## config.mk

```make
export PLATFORM = sky130hd
export DESIGN_NAME = adc_sequencer
export DESIGN_NICKNAME = d
export VERILOG_FILES = /design/src/include/adc_seq_pkg.sv /design/src/rtl/conversion_divider.sv /design/src/rtl/adc_sequencer.sv
export SDC_FILE = /design/constraint.sdc
export NUM_CORES = 1
export LEC_CHECK = 0
export ABC_AREA = 0
export ABC_CLOCK_PERIOD_IN_PS = 6200
export BUFFER_PORTS_ARGS = -buffer_cell sky130_fd_sc_hd__buf_2
export CAP_MARGIN = 10
export CORE_MARGIN = 2
export CORE_UTILIZATION = 55
export CTS_BUF_LIST = sky130_fd_sc_hd__clkbuf_8
export DETAILED_ROUTE_END_ITERATION = 8
export GPL_TIMING_DRIVEN = 0
export PLACE_DENSITY = 0.86
export SYNTH_ARGS = -nofsm -noshare
export SYNTH_HDL_FRONTEND = slang
export SYNTH_HIERARCHICAL = 1
export SYNTH_SLANG_ARGS = --single-unit
```

## constraint.sdc

```tcl
create_clock -name clk_in -period 6.2 [get_ports clk_in]
set_input_delay 0 -clock clk_in [delete_from_list [all_inputs] [get_ports clk_in]]
set_output_delay 0 -clock clk_in [all_outputs]
set_load 0.03 [all_outputs]
```

## src/include/adc_seq_pkg.sv

```systemverilog
`default_nettype none
package adc_seq_pkg;
  // Conversion-clock select encodings
  localparam logic [2:0] CLK_DIV2     = 3'h0;
  localparam logic [2:0] CLK_DIV8     = 3'h1;
  localparam logic [2:0] CLK_DIV32    = 3'h2;
  localparam logic [2:0] CLK_DIV4     = 3'h4;
  localparam logic [2:0] CLK_DIV16    = 3'h5;
  localparam logic [2:0] CLK_DIV64    = 3'h6;
  localparam logic [1:0] CLK_RC_LOW   = 2'h3;
  // Half bit-period lengths in system cycles, minus one
  localparam logic [4:0] HALF_DIV2    = 5'h00;
  localparam logic [4:0] HALF_DIV4    = 5'h01;
  localparam logic [4:0] HALF_DIV8    = 5'h03;
  localparam logic [4:0] HALF_DIV16   = 5'h07;
  localparam logic [4:0] HALF_DIV32   = 5'h0F;
  localparam logic [4:0] HALF_DIV64   = 5'h1F;
  // Channel codes that have an input behind them
  localparam logic [4:0] CH_PIN_LAST_LOW  = 5'h04;
  localparam logic [4:0] CH_PIN_FIRST_HI  = 5'h08;
  localparam logic [4:0] CH_PIN_LAST_HI   = 5'h0D;
  localparam logic [4:0] CH_TEMPERATURE   = 5'h1D;
  localparam logic [4:0] CH_FIXED_REF     = 5'h1F;
  // Positive reference encodings
  localparam logic [1:0] PREF_SUPPLY  = 2'h0;
  localparam logic [1:0] PREF_PIN     = 2'h2;
  // Conversion timing: 11.5 bit periods, counted in half periods
  localparam int          RESULT_BITS     = 10;
  localparam logic [4:0]  ACQ_LAST_HALF   = 5'h02;
  localparam logic [4:0]  CONV_LAST_HALF  = 5'h16;
  localparam logic [3:0]  MSB_INDEX       = 4'h9;
  localparam logic [9:0]  MSB_TRIAL       = 10'h200;
  localparam logic [9:0]  RESULT_RESET    = 10'h000;
  localparam logic [7:0]  RESULT_REG_RESET = 8'h00;
  // Temperature sensor settling time
  localparam int          CLOCK_MHZ            = 250;
  localparam int          SENSOR_SETTLE_US     = 200;
  localparam int          SENSOR_SETTLE_CYCLES = SENSOR_SETTLE_US * CLOCK_MHZ;
  localparam int          SETTLE_W             = 17;
  typedef enum logic [1:0] {IDLE, START_WAIT, ACQUIRE, CONVERT} conv_state_t;
endpackage : adc_seq_pkg
`default_nettype wire

```

## src/rtl/conversion_divider.sv

```systemverilog
`timescale 1ns/1ps
`default_nettype none
module conversion_divider
  import adc_seq_pkg::*;
(
  input  wire logic       clk_in,
  input  wire logic       reset_in,
  input  wire logic       run_in,
  input  wire logic [2:0] select_in,
  input  wire logic       rc_tick_in,
  output logic            half_tick_out
);
  typedef struct packed {
    logic [4:0] count;
  } div_state_t;

  div_state_t state_q;
  div_state_t next_state;
  logic [4:0] limit;
  logic       rc_selected;

  always_comb begin
    unique case (select_in)
      CLK_DIV2:  limit = HALF_DIV2;
      CLK_DIV4:  limit = HALF_DIV4;
      CLK_DIV8:  limit = HALF_DIV8;
      CLK_DIV16: limit = HALF_DIV16;
      CLK_DIV32: limit = HALF_DIV32;
      CLK_DIV64: limit = HALF_DIV64;
      default:   limit = HALF_DIV2;
    endcase
  end

  assign rc_selected = (select_in[1:0] == CLK_RC_LOW);

  always_comb begin
    next_state = state_q;
    if (!run_in || rc_selected || state_q.count == limit) begin
      next_state.count = 5'h00;
    end else begin
      next_state.count = state_q.count + 5'h01;
    end
  end

  always_ff @(posedge clk_in or posedge reset_in) begin
    if (reset_in) begin
      state_q <= '0;
    end else begin
      state_q <= next_state;
    end
  end

  assign half_tick_out = run_in && (rc_selected ? rc_tick_in : (state_q.count == limit));
endmodule : conversion_divider
`default_nettype wire

```

## src/rtl/adc_sequencer.sv

```systemverilog
`timescale 1ns/1ps
`default_nettype none
////////////////////////////////////////////////////////////////////////////////
module adc_sequencer
  import adc_seq_pkg::*;
#(
  parameter int SETTLE_CYCLES = SENSOR_SETTLE_CYCLES
) (
  input  wire logic       clk_in,
  input  wire logic       reset_in,
  input  wire logic       converter_enable_in,
  input  wire logic       go_set_in,
  input  wire logic       go_clear_in,
  input  wire logic [4:0] channel_select_field_in,
  input  wire logic [1:0] positive_reference_field_in,
  input  wire logic [2:0] conversion_clock_select_in,
  input  wire logic       result_format_select_in,
  input  wire logic       sensor_enable_in,
  input  wire logic       sensor_range_select_in,
  input  wire logic       flag_clear_in,
  input  wire logic       conversion_irq_enable_in,
  input  wire logic       global_irq_enable_in,
  input  wire logic       peripheral_irq_enable_in,
  input  wire logic       sleep_in,
  input  wire logic       instruction_step_in,
  input  wire logic       rc_tick_in,
  input  wire logic       comparator_in,
  output logic            sensor_power_out,
  output logic            sensor_high_range_out,
  output logic [4:0]      mux_select_out,
  output logic            channel_valid_out,
  output logic            reference_pin_out,
  output logic            sample_out,
  output logic [9:0]      dac_code_out,
  output logic            busy_out,
  output logic            converter_active_out,
  output logic            conversion_complete_flag_out,
  output logic            irq_out,
  output logic            wake_out,
  output logic            vector_out,
  output logic            sensor_ready_out,
  output logic [7:0]      result_high_reg_out,
  output logic [7:0]      result_low_reg_out
);
  typedef struct packed {
    conv_state_t          phase;
    logic [4:0]           half_count;
    logic [3:0]           bit_index;
    logic [9:0]           sar;
    logic [9:0]           trial;
    logic                 flag;
    logic                 sleep_off;
    logic                 power;
    logic                 high_range;
    logic                 ref_pin;
    logic [4:0]           mux;
    logic [SETTLE_W-1:0]  settle;
    logic [7:0]           res_high;
    logic [7:0]           res_low;
  } seq_state_t;

  localparam logic [SETTLE_W-1:0] SETTLE_MAX = SETTLE_W'(SETTLE_CYCLES);

  seq_state_t state_q;
  seq_state_t next_state;
  logic       half_tick;
  logic       running;
  logic       rc_selected;
  logic       done;
  logic       abort;
  logic       early_stop;

  ////////////////////////////////////////////////////////////////////////////
  // Pad unconverted bits with the last bit decided
  function automatic logic [9:0] pad_partial(input logic [9:0] sar,
                                             input logic [3:0] idx,
                                             input logic       started);
    logic       last;
    logic [9:0] out;
    last = 1'b0;
    out  = sar;
    if (started && idx < MSB_INDEX) begin
      last = sar[idx + 4'h1];
    end
    for (int i = 0; i < RESULT_BITS; i++) begin
      if (4'(i) <= idx) begin
        out[i] = last;
      end
    end
    return out;
  endfunction : pad_partial

  function automatic logic [15:0] justify(input logic [9:0] r, input logic right);
    return right ? {6'h00, r} : {r, 6'h00};
  endfunction : justify

  ////////////////////////////////////////////////////////////////////////////
  assign rc_selected = (conversion_clock_select_in[1:0] == CLK_RC_LOW);
  assign running     = (state_q.phase == ACQUIRE) || (state_q.phase == CONVERT);

  conversion_divider u_divider (
    .clk_in        (clk_in),
    .reset_in      (reset_in),
    .run_in        (running),
    .select_in     (conversion_clock_select_in),
    .rc_tick_in    (rc_tick_in),
    .half_tick_out (half_tick)
  );

  assign done = (state_q.phase == CONVERT) && half_tick && (state_q.half_count == CONV_LAST_HALF);
  assign abort = (state_q.phase != IDLE)
              && (!converter_enable_in || (sleep_in && !rc_selected));
  assign early_stop = running && go_clear_in && !abort;

  always_comb begin
    logic [15:0] packed_res;
    packed_res = 16'h0000;
    next_state = state_q;
    next_state.power      = sensor_enable_in;
    next_state.high_range = sensor_range_select_in;
    next_state.ref_pin    = (positive_reference_field_in == PREF_PIN);
    next_state.mux        = channel_select_field_in;
    if (!sleep_in) begin
      next_state.sleep_off = 1'b0;
    end
    if (channel_select_field_in != CH_TEMPERATURE) begin
      next_state.settle = '0;
    end else if (state_q.settle != SETTLE_MAX) begin
      next_state.settle = state_q.settle + SETTLE_W'(1);
    end
    if (flag_clear_in) begin
      next_state.flag = 1'b0;
    end
    unique case (state_q.phase)
      IDLE: begin
        if (converter_enable_in && go_set_in && !state_q.sleep_off) begin
          next_state.half_count = 5'h00;
          next_state.bit_index  = MSB_INDEX;
          next_state.sar        = RESULT_RESET;
          next_state.trial      = RESULT_RESET;
          next_state.phase = rc_selected ? START_WAIT : ACQUIRE;
        end
      end
      START_WAIT: begin
        if (go_clear_in) begin
          next_state.phase = IDLE;
        end else if (instruction_step_in) begin
          next_state.phase = ACQUIRE;
        end
      end
      ACQUIRE: begin
        if (half_tick) begin
          next_state.half_count = state_q.half_count + 5'h01;
          if (state_q.half_count == ACQ_LAST_HALF) begin
            next_state.phase = CONVERT;
            next_state.trial = MSB_TRIAL;
          end
        end
      end
      CONVERT: begin
        if (half_tick) begin
          next_state.half_count = state_q.half_count + 5'h01;
          if (!state_q.half_count[0]) begin
            next_state.sar[state_q.bit_index] = comparator_in;
            if (state_q.bit_index != 4'h0) begin
              next_state.bit_index = state_q.bit_index - 4'h1;
              next_state.trial = (state_q.trial & ~(10'h001 << state_q.bit_index))
                               | (comparator_in ? (10'h001 << state_q.bit_index) : 10'h000)
                               | (10'h001 << (state_q.bit_index - 4'h1));
            end
          end
        end
      end
    endcase
    if (done && !abort) begin
      packed_res = justify({state_q.sar[9:1], comparator_in}, result_format_select_in);
      next_state.res_high = packed_res[15:8];
      next_state.res_low  = packed_res[7:0];
      next_state.phase    = IDLE;
      next_state.flag     = 1'b1;
      next_state.settle   = '0;
      // Sleep conversion without wake turns off
      if (sleep_in && !conversion_irq_enable_in) begin
        next_state.sleep_off = 1'b1;
      end
    end else if (early_stop) begin
      packed_res = justify(pad_partial(state_q.sar, state_q.bit_index,
                                       state_q.phase == CONVERT),
                           result_format_select_in);
      next_state.res_high = packed_res[15:8];
      next_state.res_low  = packed_res[7:0];
      next_state.phase    = IDLE;
    end else if (abort) begin
      next_state.phase     = IDLE;
      next_state.sleep_off = sleep_in;
    end
  end

  always_ff @(posedge clk_in or posedge reset_in) begin
    if (reset_in) begin
      state_q          <= '0;
      state_q.phase    <= IDLE;
      state_q.res_high <= RESULT_REG_RESET;
      state_q.res_low  <= RESULT_REG_RESET;
    end else begin
      state_q <= next_state;
    end
  end

  ////////////////////////////////////////////////////////////////////////////
  assign sensor_power_out      = state_q.power;
  assign sensor_high_range_out = state_q.high_range;
  assign reference_pin_out     = state_q.ref_pin;
  assign mux_select_out        = state_q.mux;
  assign channel_valid_out = (state_q.mux <= CH_PIN_LAST_LOW)
                          || (state_q.mux >= CH_PIN_FIRST_HI && state_q.mux <= CH_PIN_LAST_HI)
                          || (state_q.mux == CH_TEMPERATURE) || (state_q.mux == CH_FIXED_REF);
  assign sample_out            = (state_q.phase != CONVERT);
  assign dac_code_out          = state_q.trial;
  assign busy_out              = (state_q.phase != IDLE);
  assign converter_active_out  = converter_enable_in && !state_q.sleep_off;
  assign conversion_complete_flag_out = state_q.flag;
  assign irq_out   = state_q.flag && conversion_irq_enable_in;
  // wake; in-line instruction runs before vectoring
  assign wake_out  = irq_out && sleep_in;
  assign vector_out = irq_out && !sleep_in && global_irq_enable_in
                   && peripheral_irq_enable_in;
  assign sensor_ready_out    = (state_q.settle == SETTLE_MAX);
  assign result_high_reg_out = state_q.res_high;
  assign result_low_reg_out  = state_q.res_low;
endmodule : adc_sequencer
`default_nettype wire

```

== Word level (Yosys, flattened, before mapping) ==
Index checks and enable logic that the tools add are counted.
Word-level totals
  register bits after elaboration: 79
  bits of input ports: 26
  output and inout port bits: 43
  word-level logic and storage cells: 173
Cells by class
  $add $sub $neg: 5
  magnitude comparators: 17
  equality and inequality tests: 29
  shift-type cells: 2
  muxes and demuxes: 53
  bitwise gates (word level): 4
  reductions and logical operators: 48
Operator list (count)
  2-to-1 mux 16 bit: 4
  2-to-1 mux 17 bit: 3
  2-to-1 mux 10 bit: 4
  2-to-1 mux 31 bit: 1
  one-hot mux 10 bit (3 select lines): 1
  2-to-1 mux 29 bit: 1
  one-hot mux 14 bit (2 select lines): 1
  one-hot mux 5 bit (5 select lines): 1
  2-to-1 mux 24 bit: 1
  2-to-1 mux 1 bit: 21
  logical AND 1 bit: 20
  OR 10 bit: 2
  left shift 1 x 4 -> 10 bit, first input constant: 2
  adder 17 x 1 -> 17 bit, second input constant: 1
  equality test 17 x 16 -> 1 bit, second input constant: 1
  inequality test 17 x 16 -> 1 bit, second input constant: 1
  <= comparator 3 x 4 -> 1 bit, first input constant: 4
  equality test 5 bit, second input constant: 3
  one-hot mux 5 bit (3 select lines): 1
  2-to-1 mux 2 bit: 7
  adder 5 x 1 -> 5 bit, second input constant: 2
  bitwise AND 10 bit: 1
  bitwise mux 10 bit: 1
  less-than comparator 4 x 5 -> 1 bit, second input constant: 2
  other kinds (40): 72

== Depth between registers and ports, before layout ==
  depth after elaboration: 10
  gate-level depth with buffers: 14
  mapped depth without buffers: 12

== Hierarchy ==
Netlist, hierarchy kept.
Modules (own cells, without submodules)
  adc_sequencer: instances 1, cells each 517, area each 4643.2 um^2, sequential area each 1851.8 um^2
  conversion_divider: instances 1, cells each 42, area each 415.4 um^2, sequential area each 125.1 um^2

== Least setup slack after synthesis ==
No wires, ideal clock.
  path kind: reg-to-reg
  from: register u_divider/state_q[1] in the netlist's numbering
  to: register state_q (netlist bit result_high_reg_out[4])
  setup time: 80 ps
  arrival: 2684 ps
  data required time: 6120 ps
  slack: 3436 ps
  cell stages (with the launch flop): 12
  buffers on the path: 1
  clock period less this slack: 2764 ps
  path through: dfrtp_1 > and2b_1 > a31oi_1 > a221oi_2 > a2bb2oi_4 > o2bb2ai_2 > and4_1 > a21boi_2 > or2_0 > buf_6 > or4_4 > o211ai_2
Between the ends
  cells in the longest elaborated chain, start to end: 7
  elaborated cells on any way between the ends: 8
  those cells by class: eq/ne (1); mux (2); reduce/logical (5)
Ends and longest elaborated chain
  from (decl): line conversion_divider.sv:17  | div_state_t state_q;
  from (signal assigned): line conversion_divider.sv:49  | state_q <= next_state;
  equality test 5 bit (*): line conversion_divider.sv:53  | assign half_tick_out = run_in && (rc_selected ? rc_tick_in : (state_q.count == limit));
  2-to-1 mux 1 bit (*): line conversion_divider.sv:53
  logical AND 1 bit (*): line conversion_divider.sv:53
  via half_tick: line adc_sequencer.sv:66  | logic half_tick;
  logical AND 1 bit (*) (2 in series): line adc_sequencer.sv:110  | assign done = (state_q.phase == CONVERT) && half_tick && (state_q.half_count == CONV_LAST_HALF);
  logical AND 1 bit (*): line adc_sequencer.sv:175  | if (done && !abort) begin
  2-to-1 mux 16 bit or nonzero test 2 bit (tied branches)
  to (signal assigned): line adc_sequencer.sv:206  | state_q <= next_state;
  to (decl): line adc_sequencer.sv:64  | seq_state_t state_q;
The timed path passes the listed nets; every way through them passes the cells marked *.
A chain may end at the register's enable or synchronous reset.

== Worst setup path after layout ==
  from: register state_q[72] in the netlist's numbering
  to: register state_q[22] in the netlist's numbering
Between the ends
  cells in the longest elaborated chain, start to end: 7
  elaborated cells on any way between the ends: 12
  those cells by class: eq/ne (2); mux (1); reduce/logical (9)
Ends and longest elaborated chain
  equality test 2 bit: line adc_sequencer.sv:99  | assign running = (state_q.phase == ACQUIRE) || (state_q.phase == CONVERT);
  logical OR 1 bit (*): line adc_sequencer.sv:99
  via running: line adc_sequencer.sv:67  | logic running;
  logical AND 1 bit (*): line conversion_divider.sv:53
  via half_tick: line adc_sequencer.sv:66
  logical AND 1 bit (*) (2 in series): line adc_sequencer.sv:110
  logical AND 1 bit (*): line adc_sequencer.sv:175
  nonzero test 3 bit (no source line) or 2-to-1 mux 17 bit (tied branches)
Marks and branches as above.

==> impl_metrics.yaml <==
clock_network:
  clock_sinks: 79
  clkTransAtPathRegs_ns: 0.09
  cts_tree: "yes"
  cts_buffer_depth: 2
  insertion_delay_ns: 0.38
  htreeDepth: 3
  cts_made_buffers: 9
  cts-root-buf: "clkbuf_8"
timing:
  rsz0062_at_grt: "no"
  fin_tns_setup_ns: 0
  period_needed_ns: 3.45
  setup_violations: 0
  slew_headroom_pct: 47.8
  fin_skew_ns: 0.0157
  hold_viol: 0
  timing.final.crit_share_pct: 55.6
  max_freq_ghz: 0.290
  tightest_slew_ns: 0.776
  final_max_slew_viol_count: 0
routing:
  wl_met3_um: 809
  drc: 0
  via_per_inst: 6.01
  drtAntennaViolNets: 0
  drt-pass1-iter-count: 5
  wl_met2_mm: 6.17
  m1WireLength_mm: 5.71
  wire_per_inst_um: 17.0
  maxUsedRoutingLayer: "met4"
  num_vias: 4594
  first_iter_violations: 361
  wl_mm: 13.0
power_and_ir_drop:
  seq_power_share_pct: 36.2
  internal-power_w: 0.000942
  switching_power_w: 0.000694
  ir_drop_mv: 0.194
  swShare_pct: 42.4
  power_frac_comb_pct: 41.7
  total_leakage_power_nw: 2.61
  pwr-share-clk_pct: 22.1
  p_total_w: 0.00164
  power_density_mw_per_mm2: 279
floorplanning:
  pin_count: 69
  die_area_mm2: 0.00998
  placementRows: 34
  chipHeight_um: 99.9
  dieWidth_um: 99.9
  initial_core_util_pct: 57.4
  coreArea_mm2: 0.00881
worst_setup_path:
  path_class: "flip-flop to flip-flop"
  cp-start-kind: "flip-flop"
  end_kind: "flip-flop"
  ff2ff_setup_slack_ns: 2.75
  cp.arrival_ns: 3.75
  path_max_fanout: 10
  worstReg2RegStart: "state_q[72]"
  crit_required_ns: 6.51
  rr_endpoint: "state_q[22]"
  rr_worst_depth: 14
logic_synthesis:
  yosysTopAreaCellShare_pct: 39.1
  synth_warnings: 6
  syn-instance-count: 559
  async_flop_share_pct: 100
  syn_area_per_cell_um2: 9.05
  synthTopCellsByArea: "dfrtp_1 39%, buf_4 4.7%, ha_1 4.7%"
  synth_nets: 604
  synth_area_mm2: 0.00506
  ys_seq_area_share_pct: 39.1
  synth_cell_types: 76
  synth-edff-count: 0
  synth_ff_type: "dfrtp_1"
  synth_seq_cells: 79
  synth_top_area_cell: "dfrtp_1"
hold_path:
  min_to: "state_q[41]"
  min_path_type: "input port to flip-flop"
  holdPathStages: 3
  hp-start: "conversion_irq_enable_in"
global_routing:
  grt_pass1_wl_mm: 21.6
  grt_pass1_vias: 4459
  grt_antenna_before_repair: 0
  grt_start_max_net_pins: 63
  grt_overflow_total: 0
  grt_use_total_pct: 27.1
run:
  maxCapViolations: 0
layout:
  drive_above_1_share_pct: 22.6
  area_growth_pct: 15.9
  antenna_cells: 0
  num-fill-cells: 707
  fin_nets: 696
  stdcell_area_mm2: 0.00586
status:
  outcome: "finished, final reports clean"
placement:
  port_buffers: 68
  gp_congestion: 0.909
  postPlaceCellArea_mm2: 0.00556
  hpwl_mm: 9.36
synthesized netlist by cell type (all sizes together), types with 8 or more instances:
cell type / count
clkbuf: 18
inv: 38
nor2b: 8
nor3: 14
nor2: 37
o31ai: 15
ha: 19
a32oi: 16
buf: 41
nand4: 9
dfrtp: 79
o22ai: 21
a21oi: 22
xor2: 10
o211ai: 8
xnor2: 10
nand3: 20
o21ai: 24
nand2: 49
per-stage QoR:
step / hold slack (ns) / setup WS [ns] / std cells / utilization (%)
finish: 0.0121 / 2.75 / 764 / 66.6
global route: 0.0301 / 2.50 / 764 / 66.6
CTS: 0.0124 / 2.81 / 764 / 66.6
global placement: -0.0974 / 2.99 / 735 / 62.8
floorplan: -0.221 / 3.44 / 559 / -
detailed placement: -0.0563 / 2.85 / 736 / 63.2
final cells by class:
cell class              count  area (um^2)  area share, %
plain buffers              59          372           6.34
clock buffers               9          124           2.11
clock inverters             7         52.6          0.897
inverters                  39          149           2.54
multi-input cells         382         2560           43.7
flip-flops and latches     79         1980           33.7
well taps                 108          135           2.31
repair buffers             81          488           8.33
repair_timing:
action | in CTS | in global routing
hold buffers | 12 | 0
endpoints found under the hold margin | 89 | 0
resized for setup | 0 | 0
buffers inserted | 0 | 0
worst max-delay path: stages, from the launching register on:
cell       delay (ns)
dfrtp_1          0.43
inv_1            0.11
ha_1             0.30
nor2_1           0.34
inv_1            0.15
nand2_1          0.23
inv_1            0.09
o2bb2ai_2        0.17
and4_1           0.19
nand2_1          0.24
nor2_1           0.21
or3_1            0.42
buf_2            0.19
buf_4            0.18
nor2_1           0.13
power by group through the flow:
stage	combinational [W]	clock, W	sequential (W)
after global routing	0.000742	0.000385	0.000597
final	0.000682	0.000362	0.000592
after floorplan	0.000499	0	0.000592
after global placement	0.000631	0	0.000598
after CTS	0.000668	0.000364	0.000591
after detailed placement	0.000654	0	0.000601
logic make-up after synthesis:
group                    after synthesis  share of synthesized area [%]
adder cells (fa/ha/maj)               19                           4.70
AO/OA/AOI/OAI                        148                           21.1
buffers and inverters                 98                           10.2
XOR/XNOR                              20                           3.46
flip-flops                            79                           39.1
AND/OR/NAND/NOR                      188                           19.5
multiplexers                           7                           1.93
cells in the final DEF (no fill, tap or decap), types with 5 or more instances in the layout:
| cell type | instances |
|---|---|
| dfrtp_1 | 79 |
| buf_2 | 74 |
| nand2_1 | 49 |
| inv_1 | 37 |
| nor2_1 | 36 |
| buf_4 | 32 |
| a21oi_1 | 22 |
| o22ai_1 | 21 |
| o21ai_0 | 21 |
| nand3_1 | 20 |
| ha_1 | 19 |
| clkbuf_1 | 18 |
| a32oi_1 | 16 |
| o31ai_1 | 14 |
| nor3_1 | 13 |
| dlygate4sd3_1 | 12 |
| xnor2_1 | 10 |
| xor2_1 | 10 |
| nand4_1 | 9 |
| clkbuf_8 | 9 |
| nor2b_1 | 8 |
| o211ai_1 | 7 |
| a31oi_1 | 7 |
| or3_1 | 5 |
| nand2b_1 | 5 |
| and3_1 | 5 |
flip-flops by register name, summed over array words and instances (netlist names):
name	count
reference_pin_out	1
sensor_high_range_out	1
result_low_reg_out	8
sensor_power_out	1
u_divider/state_q	5
result_high_reg_out	8
state_q	39
dac_code_out	10
mux_select_out	5
conversion_complete_flag_out	1
worst max path at each step:
| stage | startpoint | depth (start not counted) | slack (ns) | end |
|---|---|---|---|---|
| floorplan | u_divider/state_q[1] | 11 | 3.44 | result_high_reg_out[4] |
| global placement | state_q[72] | 14 | 2.99 | state_q[20] |
| detailed placement | state_q[72] | 14 | 2.85 | state_q[22] |
| CTS | state_q[72] | 14 | 2.81 | state_q[22] |
| global route | state_q[72] | 14 | 2.50 | state_q[26] |
| finish | state_q[72] | 14 | 2.75 | state_q[22] |
metal layers:
| metal | up-vias | GRT usage [%] |
|---|---|---|
| li1 | 2186 | - |
| met2 | 179 | 43.5 |
| met3 | 28 | 4.46 |
| met4 | 0 | 10.5 |
| met1 | 2201 | 37.0 |
| met5 | - | 0 |
No activity file was read; power rests on OpenSTA's default activity.
